[src/design/tod_drift_pkg.sv]
/*
  constants for the time-of-day drift correction block: register offsets,
  field positions, reset values.
  assumes a single AHB-Lite master and 32-bit word access.
*/
`default_nettype none
package tod_drift_pkg;
  localparam logic [7:0] amount_offset = 8'h1c;
  localparam logic [7:0] interval_offset = 8'h20;
  localparam logic [7:0] period_offset = 8'h10;
  localparam int frac_lsb = 0;
  localparam int frac_msb = 15;
  localparam int whole_lsb = 16;
  localparam int whole_msb = 19;
  localparam int rate_msb = 15;
  localparam logic [31:0] amount_reset = 32'h0000_0000;
  localparam logic [31:0] interval_reset = 32'h0000_0000;
  localparam logic [19:0] period_reset = 20'h0_0000;
  localparam logic [15:0] count_reset = 16'h0000;
  localparam logic [15:0] count_one = 16'h0001;
  localparam logic [1:0] htrans_nonseq = 2'h2;
  localparam logic [2:0] hsize_word = 3'h2;
  localparam int tod_width = 64;
  localparam logic [7:0] addr_reset = 8'h00;
  localparam logic [31:0] read_zero = 32'h0000_0000;
  localparam logic [63:0] tod_reset = 64'h0000_0000_0000_0000;
  localparam logic ready_idle = 1'h1;
  localparam logic resp_okay = 1'h0;
  localparam logic pulse_reset = 1'h0;
endpackage
`default_nettype wire

[src/design/tod_drift_adjust.sv]
/*
  drift-correcting time-of-day counter with an AHB-Lite register slave.
  assumes hclk is the time-of-day period clock and that the one master
  issues only single word transfers.
*/
// What this block does
// - each correction adds amount bits 15:0 as fractional nanoseconds to the time.
// - each correction also adds amount bits 19:16 as whole nanoseconds.
// - amount bits 20 and up are unused and never affect the time.
// - a correction is applied once after every interval of rate bits 15:0 cycles.
// - rate register bits 16 and up are ignored.
// - reset clears amount and rate registers to zero, so nothing is added.
// - period fraction holds only integer part of scaled fraction; remainder dropped.
// - period increment: fraction in bits 15:0, whole ns in bits 19:16, each clock.
`timescale 1ns/1ns
`default_nettype none
module tod_drift_adjust
(
  // clock and reset
  input wire logic hclk,
  input wire logic hresetn,
  // ahb-lite slave
  input wire logic hsel,
  input wire logic [31:0] haddr,
  input wire logic [1:0] htrans,
  input wire logic hwrite,
  input wire logic [2:0] hsize,
  input wire logic hready,
  input wire logic [31:0] hwdata,
  output logic [31:0] hrdata,
  output logic hreadyout,
  output logic hresp,
  // time value
  output logic [63:0] time_of_day,
  output logic correction_applied
);

  // one-hot bus phase; an illegal code falls back to idle
  typedef enum logic [2:0]
  {
    phase_idle = 3'h1,
    phase_write = 3'h2,
    phase_read = 3'h4
  } bus_phase_t;

  bus_phase_t phase_q, phase_d;
  logic [7:0] wr_addr_q, wr_addr_d;
  logic [31:0] hrdata_q, hrdata_d;
  logic hreadyout_q, hreadyout_d;
  logic hresp_q, hresp_d;
  logic [31:0] amount_q, amount_d;
  logic [31:0] interval_q, interval_d;
  logic [19:0] period_q, period_d;
  logic [15:0] count_q, count_d;
  logic [63:0] tod_q, tod_d;
  logic applied_q, applied_d;
  logic [7:0] access_addr;
  logic access;
  logic write_access;
  logic read_access;
  logic [15:0] rate;
  logic rate_zero;
  logic fire;
  logic [19:0] amount_used;
  logic [63:0] increment;
  logic [63:0] correction;

  // offset decoders, shared by the write path and the read mux
  function automatic logic hits_amount
  (
    input logic [7:0] addr
  );
    return addr == tod_drift_pkg::amount_offset;
  endfunction

  function automatic logic hits_interval
  (
    input logic [7:0] addr
  );
    return addr == tod_drift_pkg::interval_offset;
  endfunction

  function automatic logic hits_period
  (
    input logic [7:0] addr
  );
    return addr == tod_drift_pkg::period_offset;
  endfunction

  function automatic logic [31:0] read_mux
  (
    input logic [7:0] addr,
    input logic [31:0] amount,
    input logic [31:0] interval,
    input logic [19:0] period
  );
    logic [31:0] value;
    value = tod_drift_pkg::read_zero;
    if (hits_amount(addr))
    begin
      value = {12'h000, amount[tod_drift_pkg::whole_msb:tod_drift_pkg::frac_lsb]};
    end
    else if (hits_interval(addr))
    begin
      value = {16'h0000, interval[tod_drift_pkg::rate_msb:0]};
    end
    else if (hits_period(addr))
    begin
      value = {12'h000, period};
    end
    return value;
  endfunction

  // only the low byte of the address selects a register; higher bits alias
  assign access_addr = haddr[7:0];
  assign access = hsel && hready && htrans[1];
  assign write_access = access && hwrite;
  assign read_access = access && !hwrite;

  always_comb
  begin
    phase_d = phase_idle;
    wr_addr_d = wr_addr_q;
    case (phase_q)
      phase_idle, phase_write, phase_read:
      begin
        // zero wait states: a new address phase may follow any phase at once
        if (write_access)
        begin
          phase_d = phase_write;
          wr_addr_d = access_addr;
        end
        else if (read_access)
        begin
          phase_d = phase_read;
        end
      end
      default:
      begin
        phase_d = phase_idle;
      end
    endcase
  end

  always_ff @(posedge hclk or negedge hresetn)
  begin
    if (!hresetn)
    begin
      phase_q <= phase_idle;
      wr_addr_q <= tod_drift_pkg::addr_reset;
    end
    else
    begin
      phase_q <= phase_d;
      wr_addr_q <= wr_addr_d;
    end
  end

  always_comb
  begin
    amount_d = amount_q;
    interval_d = interval_q;
    period_d = period_q;
    case (phase_q)
      phase_write:
      begin
        // write data arrives in the data phase, one cycle after its address
        if (hits_amount(wr_addr_q))
        begin
          amount_d = hwdata;
        end
        else if (hits_interval(wr_addr_q))
        begin
          interval_d = hwdata;
        end
        else if (hits_period(wr_addr_q))
        begin
          period_d = hwdata[tod_drift_pkg::whole_msb:tod_drift_pkg::frac_lsb];
        end
      end
      default:
      begin
        amount_d = amount_q;
        interval_d = interval_q;
        period_d = period_q;
      end
    endcase
  end

  always_ff @(posedge hclk or negedge hresetn)
  begin
    if (!hresetn)
    begin
      amount_q <= tod_drift_pkg::amount_reset;
      interval_q <= tod_drift_pkg::interval_reset;
      period_q <= tod_drift_pkg::period_reset;
    end
    else
    begin
      amount_q <= amount_d;
      interval_q <= interval_d;
      period_q <= period_d;
    end
  end

  // reads see a write still in its data phase, so back-to-back write then read is coherent
  always_comb
  begin
    hrdata_d = hrdata_q;
    if (read_access)
    begin
      hrdata_d = read_mux(access_addr, amount_d, interval_d, period_d);
    end
  end

  always_ff @(posedge hclk or negedge hresetn)
  begin
    if (!hresetn)
    begin
      hrdata_q <= tod_drift_pkg::read_zero;
    end
    else
    begin
      hrdata_q <= hrdata_d;
    end
  end

  // the slave never stalls and never errs; kept in flops so every output is registered
  always_comb
  begin
    hreadyout_d = tod_drift_pkg::ready_idle;
    hresp_d = tod_drift_pkg::resp_okay;
  end

  always_ff @(posedge hclk or negedge hresetn)
  begin
    if (!hresetn)
    begin
      hreadyout_q <= tod_drift_pkg::ready_idle;
      hresp_q <= tod_drift_pkg::resp_okay;
    end
    else
    begin
      hreadyout_q <= hreadyout_d;
      hresp_q <= hresp_d;
    end
  end

  assign rate = interval_q[tod_drift_pkg::rate_msb:0];
  assign rate_zero = (rate == tod_drift_pkg::count_reset);
  // a correction is due when the count reaches the rate; rate zero never fires
  assign fire = !rate_zero && (count_q == rate);

  // lowering the rate below the running count makes it wrap through 16 bits first
  always_comb
  begin
    count_d = count_q + tod_drift_pkg::count_one;
    if (fire || rate_zero)
    begin
      count_d = tod_drift_pkg::count_one;
    end
  end

  // all state runs on the period clock with its own active-low reset
  always_ff @(posedge hclk or negedge hresetn)
  begin
    if (!hresetn)
    begin
      count_q <= tod_drift_pkg::count_one;
    end
    else
    begin
      count_q <= count_d;
    end
  end

  assign amount_used = amount_q[tod_drift_pkg::whole_msb:tod_drift_pkg::frac_lsb];
  assign increment = {44'h0, period_q};
  assign correction = {44'h0, amount_used};

  always_comb
  begin
    tod_d = tod_q + increment;
    if (fire)
    begin
      tod_d = tod_q + increment + correction;
    end
  end

  always_ff @(posedge hclk or negedge hresetn)
  begin
    if (!hresetn)
    begin
      tod_q <= tod_drift_pkg::tod_reset;
    end
    else
    begin
      tod_q <= tod_d;
    end
  end

  // the pulse rises on the same edge that puts the correction into the time value
  always_comb
  begin
    applied_d = fire;
  end

  always_ff @(posedge hclk or negedge hresetn)
  begin
    if (!hresetn)
    begin
      applied_q <= tod_drift_pkg::pulse_reset;
    end
    else
    begin
      applied_q <= applied_d;
    end
  end

  assign hrdata = hrdata_q;
  assign hreadyout = hreadyout_q;
  assign hresp = hresp_q;
  assign time_of_day = tod_q;
  assign correction_applied = applied_q;

endmodule
`default_nettype wire

[config.mk]
export PLATFORM = sky130hd
export DESIGN_NAME = tod_drift_adjust
export DESIGN_NICKNAME = d
export VERILOG_FILES = /design/src/design/tod_drift_pkg.sv /design/src/design/tod_drift_adjust.sv
export SDC_FILE = /design/constraint.sdc
export NUM_CORES = 1
export LEC_CHECK = 0
export ABC_AREA = 1
export BUFFER_PORTS_ARGS = -buffer_cell sky130_fd_sc_hd__buf_2
export CAP_MARGIN = 5
export CORE_ASPECT_RATIO = 1.25
export CORE_UTILIZATION = 40
export CTS_BUF_LIST = sky130_fd_sc_hd__clkbuf_2
export DETAILED_ROUTE_END_ITERATION = 12
export GPL_TIMING_DRIVEN = 1
export REMOVE_ABC_BUFFERS = 1
export SLEW_MARGIN = 20
export SYNTH_ARGS = -nofsm -noshare
export SYNTH_HDL_FRONTEND = slang
export SYNTH_SLANG_ARGS = --single-unit
[constraint.sdc]
create_clock -name hclk -period 3.3 [get_ports hclk]
set_input_delay 0.495 -clock hclk [delete_from_list [all_inputs] [get_ports hclk]]
set_output_delay 0.495 -clock hclk [all_outputs]
set_load 0.02 [all_outputs]
Word level (Yosys, flattened, before mapping)

Cells that the tools add are included.
Widths: inputs -> output; s select.

Logic and storage cells: 50
Register bits after elaboration: 180
Input port bits: 74

Add/sub/neg operators: 3
Reduce and logical (&&, ||, !) cells: 11
Equal/unequal tests: 10
Mux-type cells: 17

Operator list:

| cell                  | number |
|---|---|
| $mux 20               | 9 |
| $add 64x20->64        | 2 |
| $mux 16               | 4 |
| $mux 64               | 1 |
| $eq 8x5->1 const B    | 4 |
| $add 16x1->16 const B | 1 |
| $eq 16x16->1          | 1 |
| $eq 8x6->1 const B    | 2 |
| $logic_not 16->1      | 1 |
| $mux 3                | 3 |
| $logic_and 1x1->1     | 5 |
| $eq 3x1->1 const B    | 1 |
| $eq 3x2->1 const B    | 1 |
| $eq 3x3->1 const B    | 1 |
| $reduce_or 3->1       | 1 |
| $logic_not 1->1       | 2 |
| $reduce_and 2->1      | 1 |
| $logic_or 1x1->1      | 1 |

Depth between registers and ports, before layout

Depth after elaboration: 8
Gate-level depth with buffers: 27
Depth with buffers taken out: 27

Least setup slack after synthesis

No wires, ideal clock.

Kind: reg2reg
Start point: reg tod_q[0] (netlist: time_of_day[0])
End point: reg tod_q[51] (netlist: time_of_day[51])
Path buffers: 0
Cell stages (with the launch flop): 27
Required time: 3187 ps
Library setup time: 113 ps
Clock period less this slack: 3565 ps
Path slack: -265 ps
Arrival time: 3452 ps
Cell sequence: dfrtp_1 > ha_1 > inv_1 > fa_1 > inv_1 > nand3_1 > nand3_1 > nand2_1 > nand2_1 > nand2_1 > nand2_1 > xor2_1 > ha_1 > nand2_1 > nor2_1 > nand4_1 > or2_0 > nand3_1 > inv_1 > o21ai_1 > nand2_2 > nor2_4 > nand2_2 > nor2_2 > nand2_1 > nand2_1 > inv_1

Longest elaborated chain between the ends: 3

RTL lines:

| element                | line                                             | source |
|---|---|---|
| start, declared        | tod_drift_adjust.sv:55                           | `logic [63:0] tod_q, tod_d;` |
| start signal, assigned | tod_drift_adjust.sv:294                          | `tod_q <= tod_drift_pkg::tod_reset;` |
| start signal, assigned | tod_drift_adjust.sv:298                          | `tod_q <= tod_d;` |
| $add 64x20->64 (*)     | tod_drift_adjust.sv:283, tod_drift_adjust.sv:286 |  |
| $add 64x20->64         | tod_drift_adjust.sv:286                          | `tod_d = tod_q + increment + correction;` |
| $mux 64 (*)            | tod_drift_adjust.sv:284                          | `if (fire)` |
| net tod_d[51]          | tod_drift_adjust.sv:55                           |  |

The timed path passes the listed nets; every way through them passes the cells marked *.
A chain may end at the register's enable or synchronous reset.

Worst setup path after layout

Start point: reg period_q[11]
End point: reg tod_q[53] (netlist: time_of_day[53])

Longest elaborated chain between the ends: 3

RTL lines:

| element                | line                                             | source |
|---|---|---|
| start, declared        | tod_drift_adjust.sv:53                           | `logic [19:0] period_q, period_d;` |
| start signal, assigned | tod_drift_adjust.sv:196                          | `period_q <= tod_drift_pkg::period_reset;` |
| start signal, assigned | tod_drift_adjust.sv:202                          | `period_q <= period_d;` |
| $add 64x20->64 (*)     | tod_drift_adjust.sv:283, tod_drift_adjust.sv:286 |  |
| $add 64x20->64         | tod_drift_adjust.sv:286                          |  |
| $mux 64 (*)            | tod_drift_adjust.sv:284                          |  |
| net tod_d[53]          | tod_drift_adjust.sv:55                           |  |

Marked as above.

==> results.md <==
* Outcome: finished, violations left
* Failing checks: negative setup slack
* DR vias/cell at 4.99
* Vias in the first global route at 13062
* Clock skew at about 0.070 ns
* Syn_area_per_cell at 6.84 um^2
* Min Hold Slack at 0.201 ns
* Final worst-path cycle share at 110%
* P_sw at 7.17 mW
* Most used flip-flop cell after synthesis: dfrtp_1
* Tot GR Track Use at between 20% and 30%
* Critical path endpoint category: flip-flop
* Power Density at 867 nW/um^2
* Die Height at 202 um
* Pre-antenna DRT Iters at 5
* Global-route wire length before repair at 68700 um
* Sequential share of the synthesized area at 32.8%
* Yosys synthesis warning count at 0
* Achievable frequency at 0.275 GHz
* Num CTS Buffers at 17
* CTS tree: done
* Fraction of layout cells with a size suffix above 1 at 33.3%
* Mapped Cells at 1875
* Filler cells at 2916
* Relative slew slack at a little under three fifths
* Int Power at about 8.1 mW
* ANT nets after route at 0
* CTS root buf: clkbuf_2
* Reg power frac at between 10% and 20%
* Most common cell after layout, fill and taps aside: nand2_1
* Synthesized area at 12800 um^2
* Clock power share at roughly 7.5%
* IO Port Bufs at 118
* Io pins at roughly 170
* Worst path arrival time at 4.35 ns
* Family with the most delay on the worst path: simple AND/OR/NAND/NOR gates
* Clock Pin Slew Worst Setup and Hold Paths at 0.33 ns
* Number of synthesized flops with an enable pin at 0
* CP max FO at 7
* Worst path most repeated cell: nand2_1
* Wire length per cell at 16.6 um
* Worst path slowest cell: dfrtp_1
* Worst Reg-to-Reg Cells at 26
* Buffers plus inverters on the worst setup path at 2
* Site Rows at slightly above 70
* Slew Limit Fails at 0
* Hpwl dp at approximately 34000 um
* Clk sinks at 168
* Final worst slack at -0.331 ns
* Slew @ Worst Pin at 0.663 ns
* Peak supply drop at 538 uV
* Final Hold Viols at 0
* DIE AREA at 32800 um^2
* Setup TNS Final at -8.32 ns
* Area Growth Syn to Fin at 37.8%
* Post-route DRC at 0
* Initial Util at between 40% and 50%
* LEAKAGE at roughly 8.8 nW
* Max_cap viols at 0
* Core Region at 31300 um^2
* Grt total ovfl at 0
* RSZ-0062 raised after global routing: yes
* Commonest cells after routing, fill and taps aside: nand2_1, inv_1, buf_4
* H-tree depth at 4
* Switching Fraction at 46.8%
* Initial DRC count at 764
* RD Place Congestion at ~1.0
* Pin count of the biggest net entering global routing at 64
* Vias at 13446
* Setup Viol. Count Final at 46
* Combinational share of power at between 70% and 80%
* Worst EP required at roughly 4 ns
* CP Depth at 26
* Antenna violations before repair at 1
* Crit start category: flip-flop
* Async S/R FF share, synth at 100%
* Later-pin clock latency in the skew report at 0.84 ns
* Post-route minimum period at 3.63 ns
* Max stage delay on crit path at ~0.48 ns
* Worst Hold Class: input port to asynchronous set/reset pin
* Cell variety after synth at 53
* Clock buffer depth at 2
* Nets@finish at 2389
* Die width at ~160 um
* Final WL at around 45000 um
* CP Class: flip-flop to flip-flop
* #FFs+latches synth at ~170
[registers in the layout, indices dropped and copies added (netlist names)]
name                cells
amount_q               20
correction_applied      1
count_q                16
hrdata                 20
interval_q             16
period_q               20
phase_q                 3
time_of_day            64
wr_addr_q               8
[power by group through the flow]
stage	clock, mW	combinational (mW)	sequential [mW]
2_1_floorplan	0	3.94	2.88
3_3_place_gp	0	7.71	2.70
3_5_place_dp	0	7.74	2.70
4_1_cts	1.17	9.71	2.71
5_1_grt	1.26	12.3	2.76
6_report	1.14	11.5	2.72
[kinds of logic after synthesis]
logic type,share of synthesized area [%]
simple gates,38.0
buf+inv,10.0
flops,32.8
compound gates,6.98
xor+xnor,6.21
fa+ha+maj,4.31
mux,1.67
other cells,0.0586
[worst register-to-register path, stage by stage, from the launching register on]
cell and delay, ns:
dfrtp_1 0.48, ha_4 0.28, buf_6 0.13, nand2_2 0.06, nand2_2 0.05, nand2_1 0.05, nand2_1 0.07, nand2_1 0.07
nand2_2 0.07, nor2_2 0.15, nand2_2 0.14, xor2_4 0.19, ha_4 0.30, nand2_4 0.07, nor2_4 0.12, nand4_1 0.07
or2_1 0.25, nand3_4 0.13, inv_4 0.06, nor2_4 0.11, nor2_2 0.06, nor2_4 0.12, nand3_4 0.14, nor2_8 0.19
nand3_2 0.08, nand2_1 0.08, nand2_1 0.04
[metal layers]
metal	vias up	part of all wire, %	global-route usage [%]
met3	123	4.1	3.08
li1	6640	-	-
met4	0	5.5	14.0
met5	-	0	0
met1	6279	39	30.9
met2	404	51	49.4
[repair_timing]
item,4_1_cts,5_1_grt
pin swaps,77,74
hold endpoints to repair,127,0
setup buffers,58,24
hold buffers,32,0
resized for setup,165,134
setup endpoints to repair,53,53
[per-stage QoR]
| stage | area, um^2 | setup slack (ns) | power (mW) | std cells | util [%] |
|---|---|---|---|---|---|
| 2_1_floorplan | 12700 | -0.265 | 6.82 | 1851 | - |
| 3_3_place_gp | 15200 | -0.606 | 10.4 | 2558 | 48.6 |
| 3_5_place_dp | 15200 | -0.640 | 10.4 | 2558 | 48.6 |
| 4_1_cts | 16900 | -0.345 | 13.6 | 2672 | 54.1 |
| 5_1_grt | 17700 | -0.472 | 16.3 | 2694 | 56.5 |
| 6_report | 17700 | -0.331 | 15.3 | 2694 | 56.5 |
[Yosys cell counts (20+ instances only)]
library cell / count / area share (%)
nand2_1: 559 / 16
o21ai_0: 39 / 1.5
dfrtp_1: 166 / 32
inv_2: 20 / 0.59
a21oi_1: 83 / 3.2
nor2_2: 32 / 1.6
nand4_1: 31 / 1.5
ha_1: 41 / 4.0
nor3_1: 26 / 1.0
nor2_1: 218 / 6.4
inv_1: 269 / 7.9
clkbuf_1: 21 / 0.61
xnor2_1: 24 / 1.6
nand2_2: 29 / 1.4
xor2_1: 62 / 4.2
nand3_1: 101 / 3.9
[path summary, 6_finish.rpt]
check | slack, ns | from | to
worst max-delay path | -0.33 | period_q[11] | time_of_day[53]
worst min-delay path | 0.20 | hresetn | time_of_day[12]
worst max register to register | -0.33 | period_q[11] | time_of_day[53]
worst min register to register | 0.52 | count_q[0] | count_q[0]
max in group asynchronous | 2.29 | hresetn | phase_q[0]
min in group hclk | 0.34 | hsel | hrdata[1]
[layout make-up]
cell class / count / area, um^2 / share of cell area [%]
antenna: 2 / 5.00 / 0.0283
clock buffer: 18 / 90.1 / 0.510
clock inverter: 14 / 139 / 0.786
inverter: 292 / 1100 / 6.22
multi-input combinational: 1391 / 8720 / 49.3
sequential: 168 / 4210 / 23.8
tap: 407 / 509 / 2.88
timing repair buffer: 402 / 2900 / 16.4
(Power assumes the default switching activity.)
